## config.mk

```make
export PLATFORM = sky130hd
export DESIGN_NAME = tzt_core
export DESIGN_NICKNAME = d
export VERILOG_FILES = /design/src/rtl/tzt_pkg.sv /design/src/rtl/tzt_core.sv /design/src/rtl/tzt_limiter.sv
export VERILOG_INCLUDE_DIRS = /design/src /design/src/rtl
export SDC_FILE = /design/constraint.sdc
export NUM_CORES = 1
export LEC_CHECK = 0
export ABC_AREA = 1
export BUFFER_PORTS_ARGS = -buffer_cell sky130_fd_sc_hd__buf_2
export CAP_MARGIN = 0
export CORE_MARGIN = 5
export CORE_UTILIZATION = 29
export CTS_CLUSTER_SIZE = 25
export DETAILED_ROUTE_END_ITERATION = 6
export HOLD_SLACK_MARGIN = 0.12
export PLACE_DENSITY = 0.41
export SYNTH_ARGS = -nofsm -noshare
export SYNTH_HDL_FRONTEND = slang
export SYNTH_SLANG_ARGS = --single-unit
```

## constraint.sdc

```tcl
create_clock -name CLK_SYS -period 9.9 [get_ports CLK_SYS]
set_clock_uncertainty 0.2 [all_clocks]
set_input_delay 1.485 -clock CLK_SYS [delete_from_list [all_inputs] [get_ports CLK_SYS]]
set_output_delay 1.485 -clock CLK_SYS [all_outputs]
set_load 0.01 [all_outputs]
```

## src/rtl/tzt_consts.svh

```systemverilog
// named constants for the transfer and zero-test datapath
// assumes a 32-bit apb slave with byte addresses in an 8-bit window
`ifndef TZT_CONSTS_SVH
`define TZT_CONSTS_SVH

// register byte offsets
`define TZT_OFF_CMD     8'h00
`define TZT_OFF_STATUS  8'h04
`define TZT_OFF_CFG     8'h08
`define TZT_OFF_A_EXT   8'h0c
`define TZT_OFF_A_MID   8'h10
`define TZT_OFF_A_LOW   8'h14
`define TZT_OFF_B_EXT   8'h18
`define TZT_OFF_B_MID   8'h1c
`define TZT_OFF_B_LOW   8'h20
`define TZT_OFF_X0      8'h24
`define TZT_OFF_Y0      8'h28
`define TZT_OFF_Y1      8'h2c
`define TZT_OFF_MEM_IN  8'h30
`define TZT_OFF_MEM_OUT 8'h34
`define TZT_OFF_BUSY    8'h38

// command word layout
`define TZT_CMD_START   31
`define TZT_CMD_W       14

// status register bits
`define TZT_SR_C        0
`define TZT_SR_V        1
`define TZT_SR_Z        2
`define TZT_SR_N        3
`define TZT_SR_U        4
`define TZT_SR_E        5
`define TZT_SR_L        6
`define TZT_SR_SZ       7
`define TZT_SR_WMASK    16'h83ff
`define TZT_SR_RESET    16'h0000

// timing: oscillator clocks per plain instruction, one clock here
`define TZT_BASE_OSC    2
`define TZT_CLK_PER_OSC 1
`define TZT_BASE_CYC    (`TZT_BASE_OSC * `TZT_CLK_PER_OSC)

// saturation limits
`define TZT_SAT_POS36   36'h0_7fff_ffff
`define TZT_SAT_NEG36   36'hf_8000_0000
`define TZT_SAT_POS16   16'h7fff
`define TZT_SAT_NEG16   16'h8000

`endif

```

## src/rtl/tzt_pkg.sv

```systemverilog
// types shared by the transfer and zero-test datapath
// assumes tzt_consts.svh is on the include path
`include "tzt_consts.svh"

package tzt_pkg;

    // instruction selector
    typedef enum logic [1:0]
    {
        OP_TFR  = 2'h0,
        OP_TST  = 2'h1,
        OP_WORD_ZERO_TEST = 2'h2,
        OP_NONE = 2'h3
    } tzt_op_type;

    // operand sources: 0 x0, 1 y0, 2 y1, 3 a, 4 b, 5 memory word
    // move registers: 0 x0, 1 y0, 2 y1, 3 a, 4 b, 5 a middle, 6 b middle
    typedef struct packed
    {
        tzt_op_type op;
        logic [2:0] src;
        logic       dst_b;
        logic       move_en;
        logic       move_rd;
        logic [2:0] move_reg;
        logic [2:0] extra;
    } tzt_cmd_type;

    // sequencer, gray coded along idle-exec0-exec1-wait
    typedef enum logic [1:0]
    {
        ST_IDLE  = 2'b00,
        ST_EXEC0 = 2'b01,
        ST_EXEC1 = 2'b11,
        ST_WAIT  = 2'b10
    } tzt_state_type;

    // limiter results travel together
    typedef struct packed
    {
        logic [15:0] word;
        logic        limited;
        logic        ext_used;
    } tzt_lim_type;

endpackage

```

## src/rtl/tzt_core.sv

```systemverilog
// transfer and zero-test datapath with its register file
// assumes an apb master on CLK_SYS; one clock equals one oscillator clock
`timescale 1ns/100ps

// What this block does
// RL1: data word into accumulator, two clocks
// RL2: accumulator to accumulator copies all 36 bits
// RL3: parallel move shares the single instruction
// RL4: time is two clocks plus move cycles
// RL5: software keeps alu and move destinations apart
// RL6: accumulator test changes flags only
// RL7: accumulator test ignores clamp enable
// RL8: negative is bit 35, zero on zero
// RL9: extension flag from extension bits; v,c cleared
// RL10: limit from move limiting; size flag standard
// RL11: word test checks 16 bits, stores nothing
// RL12: word test limits accumulator with extension used
// RL13: word test leaves extension flag alone
// RL14: word test negative is word bit 15
// RL15: status register field layout fixed
// RL16: 16-bit source sign-extended, low zeros appended
// RL17: transfer clamps when enabled, touches l,sz
// RL18: parallel read of accumulator delivers limited word
module tzt_core
    import tzt_pkg::*;
(
    // clock and reset
    input  wire logic        CLK_SYS,
    input  wire logic        RST,
    // apb slave
    input  wire logic        PSEL,
    input  wire logic        PENABLE,
    input  wire logic        PWRITE,
    input  wire logic [7:0]  PADDR,
    input  wire logic [31:0] PWDATA,
    output logic [31:0]      PRDATA,
    output logic             PREADY,
    output logic             PSLVERR,
    // core state
    output logic             BUSY
);

    // architectural state
    logic [35:0]   acc_a;          // accumulator a
    logic [35:0]   acc_b;          // accumulator b
    logic [15:0]   x0;             // data register x0
    logic [15:0]   y0;             // data register y0
    logic [15:0]   y1;             // data register y1
    logic [15:0]   status_register; // mode and condition bits
    logic          clamp_enable;   // saturation on transfers
    logic [15:0]   mem_in;         // word from data memory
    logic [15:0]   mem_out;        // word toward data memory
    tzt_cmd_type   cmd;            // latched instruction
    tzt_state_type state;          // sequencer
    tzt_state_type next_state;     // sequencer next
    logic [2:0]    mv_cnt;         // remaining move cycles

    // bus decode
    logic          setup;          // apb setup phase
    logic          wr_en;          // write accepted
    logic          mapped;         // address hits a register
    logic [31:0]   rd_mux;         // read data before register

    // datapath
    logic          commit;         // last cycle of instruction
    logic          src_is_acc;     // operand is a or b
    logic [35:0]   src_acc;        // selected accumulator
    tzt_lim_type   test_lim;       // limited test operand
    tzt_lim_type   move_lim;       // limited move operand
    logic [35:0]   move_acc;       // accumulator read by a move
    logic          move_acc_src;   // move reads a full accumulator
    logic [15:0]   move_word;      // word put to memory
    logic [15:0]   test_word;      // word under test
    logic [35:0]   tfr_val;        // transfer result
    logic [15:0]   next_status;    // flags at commit

    // handshake outputs
    assign PREADY = 1'b1;
    assign BUSY   = (state != ST_IDLE);

    assign setup  = PSEL & ~PENABLE;
    assign wr_en  = PSEL & PENABLE & PWRITE & ~BUSY;

    // address decode and read mux
    always_comb
    begin
        mapped = 1'b1;
        rd_mux = 32'h0000_0000;
        unique case (PADDR)
            `TZT_OFF_CMD:     rd_mux = {18'h0, cmd};
            `TZT_OFF_STATUS:  rd_mux = {16'h0000, status_register};
            `TZT_OFF_CFG:     rd_mux = {31'h0000_0000, clamp_enable};
            `TZT_OFF_A_EXT:   rd_mux = {28'h000_0000, acc_a[35:32]};
            `TZT_OFF_A_MID:   rd_mux = {16'h0000, acc_a[31:16]};
            `TZT_OFF_A_LOW:   rd_mux = {16'h0000, acc_a[15:0]};
            `TZT_OFF_B_EXT:   rd_mux = {28'h000_0000, acc_b[35:32]};
            `TZT_OFF_B_MID:   rd_mux = {16'h0000, acc_b[31:16]};
            `TZT_OFF_B_LOW:   rd_mux = {16'h0000, acc_b[15:0]};
            `TZT_OFF_X0:      rd_mux = {16'h0000, x0};
            `TZT_OFF_Y0:      rd_mux = {16'h0000, y0};
            `TZT_OFF_Y1:      rd_mux = {16'h0000, y1};
            `TZT_OFF_MEM_IN:  rd_mux = {16'h0000, mem_in};
            `TZT_OFF_MEM_OUT: rd_mux = {16'h0000, mem_out};
            `TZT_OFF_BUSY:    rd_mux = {31'h0000_0000, BUSY};
            default:          mapped = 1'b0;
        endcase
    end

    // read data and error latched in setup
    always_ff @(posedge CLK_SYS or posedge RST)
    begin
        if (RST)
        begin
            PRDATA  <= 32'h0000_0000;
            PSLVERR <= 1'b0;
        end
        else if (setup)
        begin
            PRDATA  <= PWRITE ? 32'h0000_0000 : rd_mux;
            PSLVERR <= ~mapped;
        end
    end

    // instruction latch; a start while busy is dropped
    always_ff @(posedge CLK_SYS or posedge RST)
    begin
        if (RST)
        begin
            cmd <= '{op: OP_NONE, default: '0};
        end
        else if (wr_en && PADDR == `TZT_OFF_CMD)
        begin
            cmd <= tzt_cmd_type'(PWDATA[`TZT_CMD_W-1:0]);
        end
    end

    // sequencer: two clocks plus move clocks
    always_comb
    begin
        next_state = state;
        unique case (state)
            ST_IDLE:
            begin
                if (wr_en && PADDR == `TZT_OFF_CMD && PWDATA[`TZT_CMD_START])
                begin
                    next_state = ST_EXEC0;
                end
            end
            ST_EXEC0: next_state = ST_EXEC1;
            ST_EXEC1: next_state = (cmd.move_en && cmd.extra != 3'h0) ? ST_WAIT : ST_IDLE; // RL4
            ST_WAIT:  next_state = (mv_cnt == 3'h1) ? ST_IDLE : ST_WAIT;
        endcase
    end

    // state register
    always_ff @(posedge CLK_SYS or posedge RST)
    begin
        if (RST)
        begin
            state <= ST_IDLE;
        end
        else
        begin
            state <= next_state;
        end
    end

    // move cycle counter
    always_ff @(posedge CLK_SYS or posedge RST)
    begin
        if (RST)
        begin
            mv_cnt <= 3'h0;
        end
        else if (state == ST_EXEC1)
        begin
            mv_cnt <= cmd.extra; // RL4
        end
        else if (state == ST_WAIT)
        begin
            mv_cnt <= mv_cnt - 3'h1;
        end
    end

    // one commit for alu and move
    assign commit = (state == ST_EXEC1 && !(cmd.move_en && cmd.extra != 3'h0))
                  || (state == ST_WAIT && mv_cnt == 3'h1); // RL3

    // operand selection
    assign src_is_acc = (cmd.src == 3'h3) || (cmd.src == 3'h4);
    assign src_acc    = (cmd.src == 3'h4) ? acc_b : acc_a;
    assign move_acc   = (cmd.move_reg == 3'h4 || cmd.move_reg == 3'h6) ? acc_b : acc_a;
    assign move_acc_src = (cmd.move_reg == 3'h3) || (cmd.move_reg == 3'h4);

    // limiter shared by both tests
    tzt_limiter u_test_lim
    (
        .acc (src_acc),
        .res (test_lim)
    );

    // limiter on the parallel read path
    tzt_limiter u_move_lim
    (
        .acc (move_acc),
        .res (move_lim)
    );

    // word operand
    always_comb
    begin
        test_word = mem_in;
        unique case (cmd.src)
            3'h0: test_word = x0;
            3'h1: test_word = y0;
            3'h2: test_word = y1;
            3'h3, 3'h4: test_word = test_lim.word; // RL12
            default: test_word = mem_in;
        endcase
    end

    // word a move puts to memory
    always_comb
    begin
        unique case (cmd.move_reg)
            3'h0: move_word = x0;
            3'h1: move_word = y0;
            3'h2: move_word = y1;
            3'h3, 3'h4: move_word = move_lim.word; // RL18
            3'h5, 3'h6: move_word = move_acc[31:16];
            default: move_word = 16'h0000;
        endcase
    end

    // transfer value, clamped only when enabled
    always_comb
    begin
        if (!src_is_acc)
        begin
            tfr_val = {{4{test_word[15]}}, test_word, 16'h0000}; // RL16 RL1
        end
        else if (clamp_enable && test_lim.ext_used)
        begin
            tfr_val = src_acc[35] ? `TZT_SAT_NEG36 : `TZT_SAT_POS36; // RL17
        end
        else
        begin
            tfr_val = src_acc; // RL2
        end
    end

    // condition flags at commit
    always_comb
    begin
        next_status = status_register;
        unique case (cmd.op)
            OP_TST:
            begin
                // clamp_enable deliberately unused here
                next_status[`TZT_SR_N] = src_acc[35]; // RL8 RL7
                next_status[`TZT_SR_Z] = (src_acc == 36'h0_0000_0000); // RL8
                next_status[`TZT_SR_E] = test_lim.ext_used; // RL9
                next_status[`TZT_SR_U] = ~(src_acc[31] ^ src_acc[30]);
                next_status[`TZT_SR_V] = 1'b0; // RL9
                next_status[`TZT_SR_C] = 1'b0; // RL9
            end
            OP_WORD_ZERO_TEST:
            begin
                // extension flag left as it was
                next_status[`TZT_SR_N] = test_word[15]; // RL14 RL13
                next_status[`TZT_SR_Z] = (test_word == 16'h0000); // RL11
                next_status[`TZT_SR_V] = 1'b0; // RL13
                next_status[`TZT_SR_C] = 1'b0; // RL13
                if (src_is_acc && test_lim.limited)
                begin
                    next_status[`TZT_SR_L] = 1'b1; // RL12
                end
            end
            default:
            begin
                // transfer touches only l and sz, below
            end
        endcase
        // parallel read of a full accumulator: limit and size
        if (cmd.move_en && !cmd.move_rd && move_acc_src)
        begin
            if (move_lim.limited)
            begin
                next_status[`TZT_SR_L] = 1'b1; // RL10 RL17
            end
            if (move_acc[30] ^ move_acc[29])
            begin
                next_status[`TZT_SR_SZ] = 1'b1; // RL10
            end
        end
    end

    // status: flags at commit, else bus writes
    always_ff @(posedge CLK_SYS or posedge RST)
    begin
        if (RST)
        begin
            status_register <= `TZT_SR_RESET;
        end
        else if (commit)
        begin
            status_register <= next_status & `TZT_SR_WMASK; // RL15
        end
        else if (wr_en && PADDR == `TZT_OFF_STATUS)
        begin
            status_register <= PWDATA[15:0] & `TZT_SR_WMASK; // RL15
        end
    end

    // configuration
    always_ff @(posedge CLK_SYS or posedge RST)
    begin
        if (RST)
        begin
            clamp_enable <= 1'b0;
        end
        else if (wr_en && PADDR == `TZT_OFF_CFG)
        begin
            clamp_enable <= PWDATA[0];
        end
    end

    // memory side words
    always_ff @(posedge CLK_SYS or posedge RST)
    begin
        if (RST)
        begin
            mem_in  <= 16'h0000;
            mem_out <= 16'h0000;
        end
        else
        begin
            if (wr_en && PADDR == `TZT_OFF_MEM_IN)
            begin
                mem_in <= PWDATA[15:0];
            end
            if (commit && cmd.move_en && !cmd.move_rd)
            begin
                mem_out <= move_word; // RL18
            end
        end
    end

    // data registers: bus load, or parallel memory read
    always_ff @(posedge CLK_SYS or posedge RST)
    begin
        if (RST)
        begin
            x0 <= 16'h0000;
            y0 <= 16'h0000;
            y1 <= 16'h0000;
        end
        else if (commit && cmd.move_en && cmd.move_rd)
        begin
            // only the named register changes
            if (cmd.move_reg == 3'h0)
            begin
                x0 <= mem_in;
            end
            if (cmd.move_reg == 3'h1)
            begin
                y0 <= mem_in;
            end
            if (cmd.move_reg == 3'h2)
            begin
                y1 <= mem_in;
            end
        end
        else if (wr_en)
        begin
            if (PADDR == `TZT_OFF_X0)
            begin
                x0 <= PWDATA[15:0];
            end
            if (PADDR == `TZT_OFF_Y0)
            begin
                y0 <= PWDATA[15:0];
            end
            if (PADDR == `TZT_OFF_Y1)
            begin
                y1 <= PWDATA[15:0];
            end
        end
    end

    // accumulators; move read applied last,
    // so on a clash the move wins
    always_ff @(posedge CLK_SYS or posedge RST)
    begin
        if (RST)
        begin
            acc_a <= 36'h0_0000_0000;
            acc_b <= 36'h0_0000_0000;
        end
        else if (commit)
        begin
            if (cmd.op == OP_TFR)
            begin
                // tests store nothing
                if (cmd.dst_b)
                begin
                    acc_b <= tfr_val; // RL2 RL6 RL11
                end
                else
                begin
                    acc_a <= tfr_val; // RL1
                end
            end
            if (cmd.move_en && cmd.move_rd)
            begin
                // RL5
                unique case (cmd.move_reg)
                    3'h3: acc_a <= {{4{mem_in[15]}}, mem_in, 16'h0000};
                    3'h4: acc_b <= {{4{mem_in[15]}}, mem_in, 16'h0000};
                    3'h5: acc_a[31:16] <= mem_in;
                    3'h6: acc_b[31:16] <= mem_in;
                    default:
                    begin
                    end
                endcase
            end
        end
        else if (wr_en)
        begin
            unique case (PADDR)
                `TZT_OFF_A_EXT: acc_a[35:32] <= PWDATA[3:0];
                `TZT_OFF_A_MID: acc_a[31:16] <= PWDATA[15:0];
                `TZT_OFF_A_LOW: acc_a[15:0]  <= PWDATA[15:0];
                `TZT_OFF_B_EXT: acc_b[35:32] <= PWDATA[3:0];
                `TZT_OFF_B_MID: acc_b[31:16] <= PWDATA[15:0];
                `TZT_OFF_B_LOW: acc_b[15:0]  <= PWDATA[15:0];
                default:
                begin
                end
            endcase
        end
    end

endmodule

```

## src/rtl/tzt_limiter.sv

```systemverilog
// 36-bit accumulator to 16-bit limiter
// pure combinational, used for word tests and parallel reads
`timescale 1ns/100ps

module tzt_limiter
    import tzt_pkg::*;
(
    // accumulator in
    input  wire logic [35:0] acc,
    // limited word out
    output tzt_lim_type      res
);

    logic ext_used; // extension bits carry value

    // extension in use when bits 35..31 are not all equal
    assign ext_used = ~((&acc[35:31]) | ~(|acc[35:31]));

    // clamp toward the sign of the full value
    always_comb
    begin
        res.ext_used = ext_used;
        res.limited  = ext_used;
        if (!ext_used)
        begin
            res.word = acc[31:16];
        end
        else if (acc[35])
        begin
            res.word = `TZT_SAT_NEG16;
        end
        else
        begin
            res.word = `TZT_SAT_POS16;
        end
    end

endmodule

```

==> metrics.cfg <==
[place]
pre_cts_slack_ns = 5.03
routabilityCongestion = 0.950
dpl.hpwl_mm = 44.6
place_inst = 2505
io_buffers = 47

[clock_tree]
clock_path_buffers = 2
path_clk_slew_ns = 0.08
clock_sinks = 200
numCtsBuffers = 17
hold_buffers = 0
postCtsSetupRepairBufs = 0
ctsRootBufferMaster = clkbuf_16
htreeDepth = 4
cts_tree = built
clk_latency_ns = 0.48
cts_resized = 0

[routing]
initialDrtViolationCount = 1427
route.detailed.drc = 0
vias = 13800
vias_per_cell = 5.46
first_pass_iters = 6
routedWlPerCell_um = 24.6
totalWireLength_mm = 62.3
final_antenna_net_count = 0

[logic_synthesis]
yosysSeqAreaShare_pct = 37.9
synth_seq_cells = 200
avgSynthCellArea_um2 = 6.84
synth_edf_count = 0
netlist_instances = 1931
synth_area_mm2 = 0.0132
ys_types = 48
async_flop_share_pct = 100
yosys_most_used_dff = dfrtp_1
yosysWarningCount = 0

[global_route]
antenna_found_initial = 3
grt_pass1_wl_mm = 90.2
grt_pass1_vias = 13100
grt_max_degree = 99
grt-ovfl-total = 0
grt_usage_pct = 24.5

[critical_path]
cp-end-kind = register
critPathMaxFanout = 18
r2r_setup_slack_ns = 5.68
crit_required_ns = 10.07
reg2reg_to = acc_a[27]
r2r_start = cmd[10]
path_class = input port to register
crit_start = PSEL
critPathArrivalTime_ns = 4.65
start_kind = input port
rr_worst_depth = 16

[layout]
final_nets = 1972
synthToLayoutAreaGrowth_pct = 10.9
drive_above_1_share_pct = 9.29
final_cell_mix = nand2_1 (416), o21ai_0 (285), inv_1 (234), dfrtp_1 (198), a21oi_1 (145)
layout_commonest_cell = nand2_1
final_cells = 2538
nFillCells = 4965

[power]
p_leak_nw = 6.50
p_per_area_mw_per_mm2 = 204
total_power_mw = 2.99
peakVddDrop_v = 0.000134

[die]
die_x_um = 223
die_h_um = 223
initial_core_util_pct = 29.2
core_mm2 = 0.0452
io_pins = 80
fp-row-count = 78
fp.dieArea_mm2 = 0.0499

[timing]
fmax_mhz = 223
tightest_slew_ns = 1.17
slew_headroom_pct = 21.6
fin_crit_ns = 4.48
finalSetupTns_ns = 0
rsz0062_at_grt = false
finalHoldViolations = 0
setup_viol = 0
fin_crit_sh_pct = 45.2
setup_ws_ns = 5.42
drv_slew = 0

[flow_run]
drv_cap = 0

[status]
status = finished, final reports clean

[worst_hold_path]
hold_path.class = register to register
whs_path_depth = 2
min_to = mem_out[10]
holdCritStartpoint = mem_out[10]

## stage by stage
step                util, %  cell area [um2]  hold slack (ns)
CTS                    32.4            14600            0.289
detailed placement     31.0            14000            0.269
floorplan                 -            13300            0.249
global route           32.4            14600            0.309
global placement       31.0            14000            0.263
finish                 32.4            14600            0.289
## cell families after synthesis
group / Yosys count / synth area share (%)
xor gates and xnor gates: 2 / 0.133
AOI/OAI and AO/OA: 663 / 28.7
DFF: 200 / 37.9
other: 2 / 0.0568
and+or+nand+nor: 675 / 20.9
muxes: 4 / 0.303
adders and majority gates: 3 / 0.284
buffers and inverters: 382 / 11.7
## synthesized netlist by cell type, drive strengths merged (5+ instances only)
cell type | n | area share (%)
nand2 | 426 | 12
o21ai | 336 | 13
inv | 257 | 7.3
dfrtp | 198 | 37
nor2 | 150 | 4.4
a21oi | 146 | 5.6
o22ai | 76 | 3.6
clkbuf | 75 | 2.1
nand3 | 59 | 2.2
buf | 46 | 2.2
a221oi | 29 | 1.9
nor3 | 17 | 0.64
a211oi | 15 | 0.85
o211ai | 15 | 0.85
o21bai | 14 | 0.80
nand4 | 12 | 0.57
a32oi | 8 | 0.53
nor4 | 7 | 0.45
a22oi | 6 | 0.34
o2111ai | 5 | 0.33
## power by group
part	internal, mW	switching [mW]	leakage (nW)
registers	0.969	0.160	2.61
logic	0.306	0.753	3.58
clock network	0.457	0.349	0.313
## sequential cells by signal, indices dropped and copies added, names as in the netlist
signal	cells
acc_b	36
acc_a	36
PRDATA	16
clamp_enable	1
mv_cnt	3
PSLVERR	1
mem_out	16
state	2
y0	16
x0	16
status_register	11
mem_in	16
y1	16
cmd	14
## worst max path at each step
stage	depth (start not counted)	endpoint	slack, ns
2_1_floorplan	1	PRDATA[0]	2.76
3_3_place_gp	9	status_register[3]	5.07
3_5_place_dp	9	status_register[3]	5.03
4_1_cts	9	status_register[3]	5.54
5_1_grt	9	status_register[3]	5.24
6_report	9	status_register[3]	5.42
## critical path, cell delays in order
cell and delay, ns:
buf_2 0.08, clkinv_1 0.37, nor4_4 0.78, inv_2 0.28
nor2_1 0.59, inv_2 0.35, nand2_1 0.17, a21oi_1 0.22
o311ai_1 0.32
## layer usage
metal,wire [um],track usage [%],vias to the layer above
met4,2910,10.3,0
met1,27100,33.0,6668
met2,28500,39.6,611
met5,0,0,-
li1,-,-,6443
met3,3850,3.32,125
## final cells by class
cell class | count | area [um2] | area share (%)
inverters | 261 | 987 | 6.74
clock inverters | 7 | 138 | 0.940
diodes | 1 | 2.50 | 0.0171
clock buffers | 25 | 505 | 3.45
flip-flops and latches | 200 | 5010 | 34.2
multi-input cells | 1364 | 6770 | 46.2
well taps | 600 | 751 | 5.13
repair buffers | 80 | 483 | 3.30
Power figures use the tool's default switching activity.
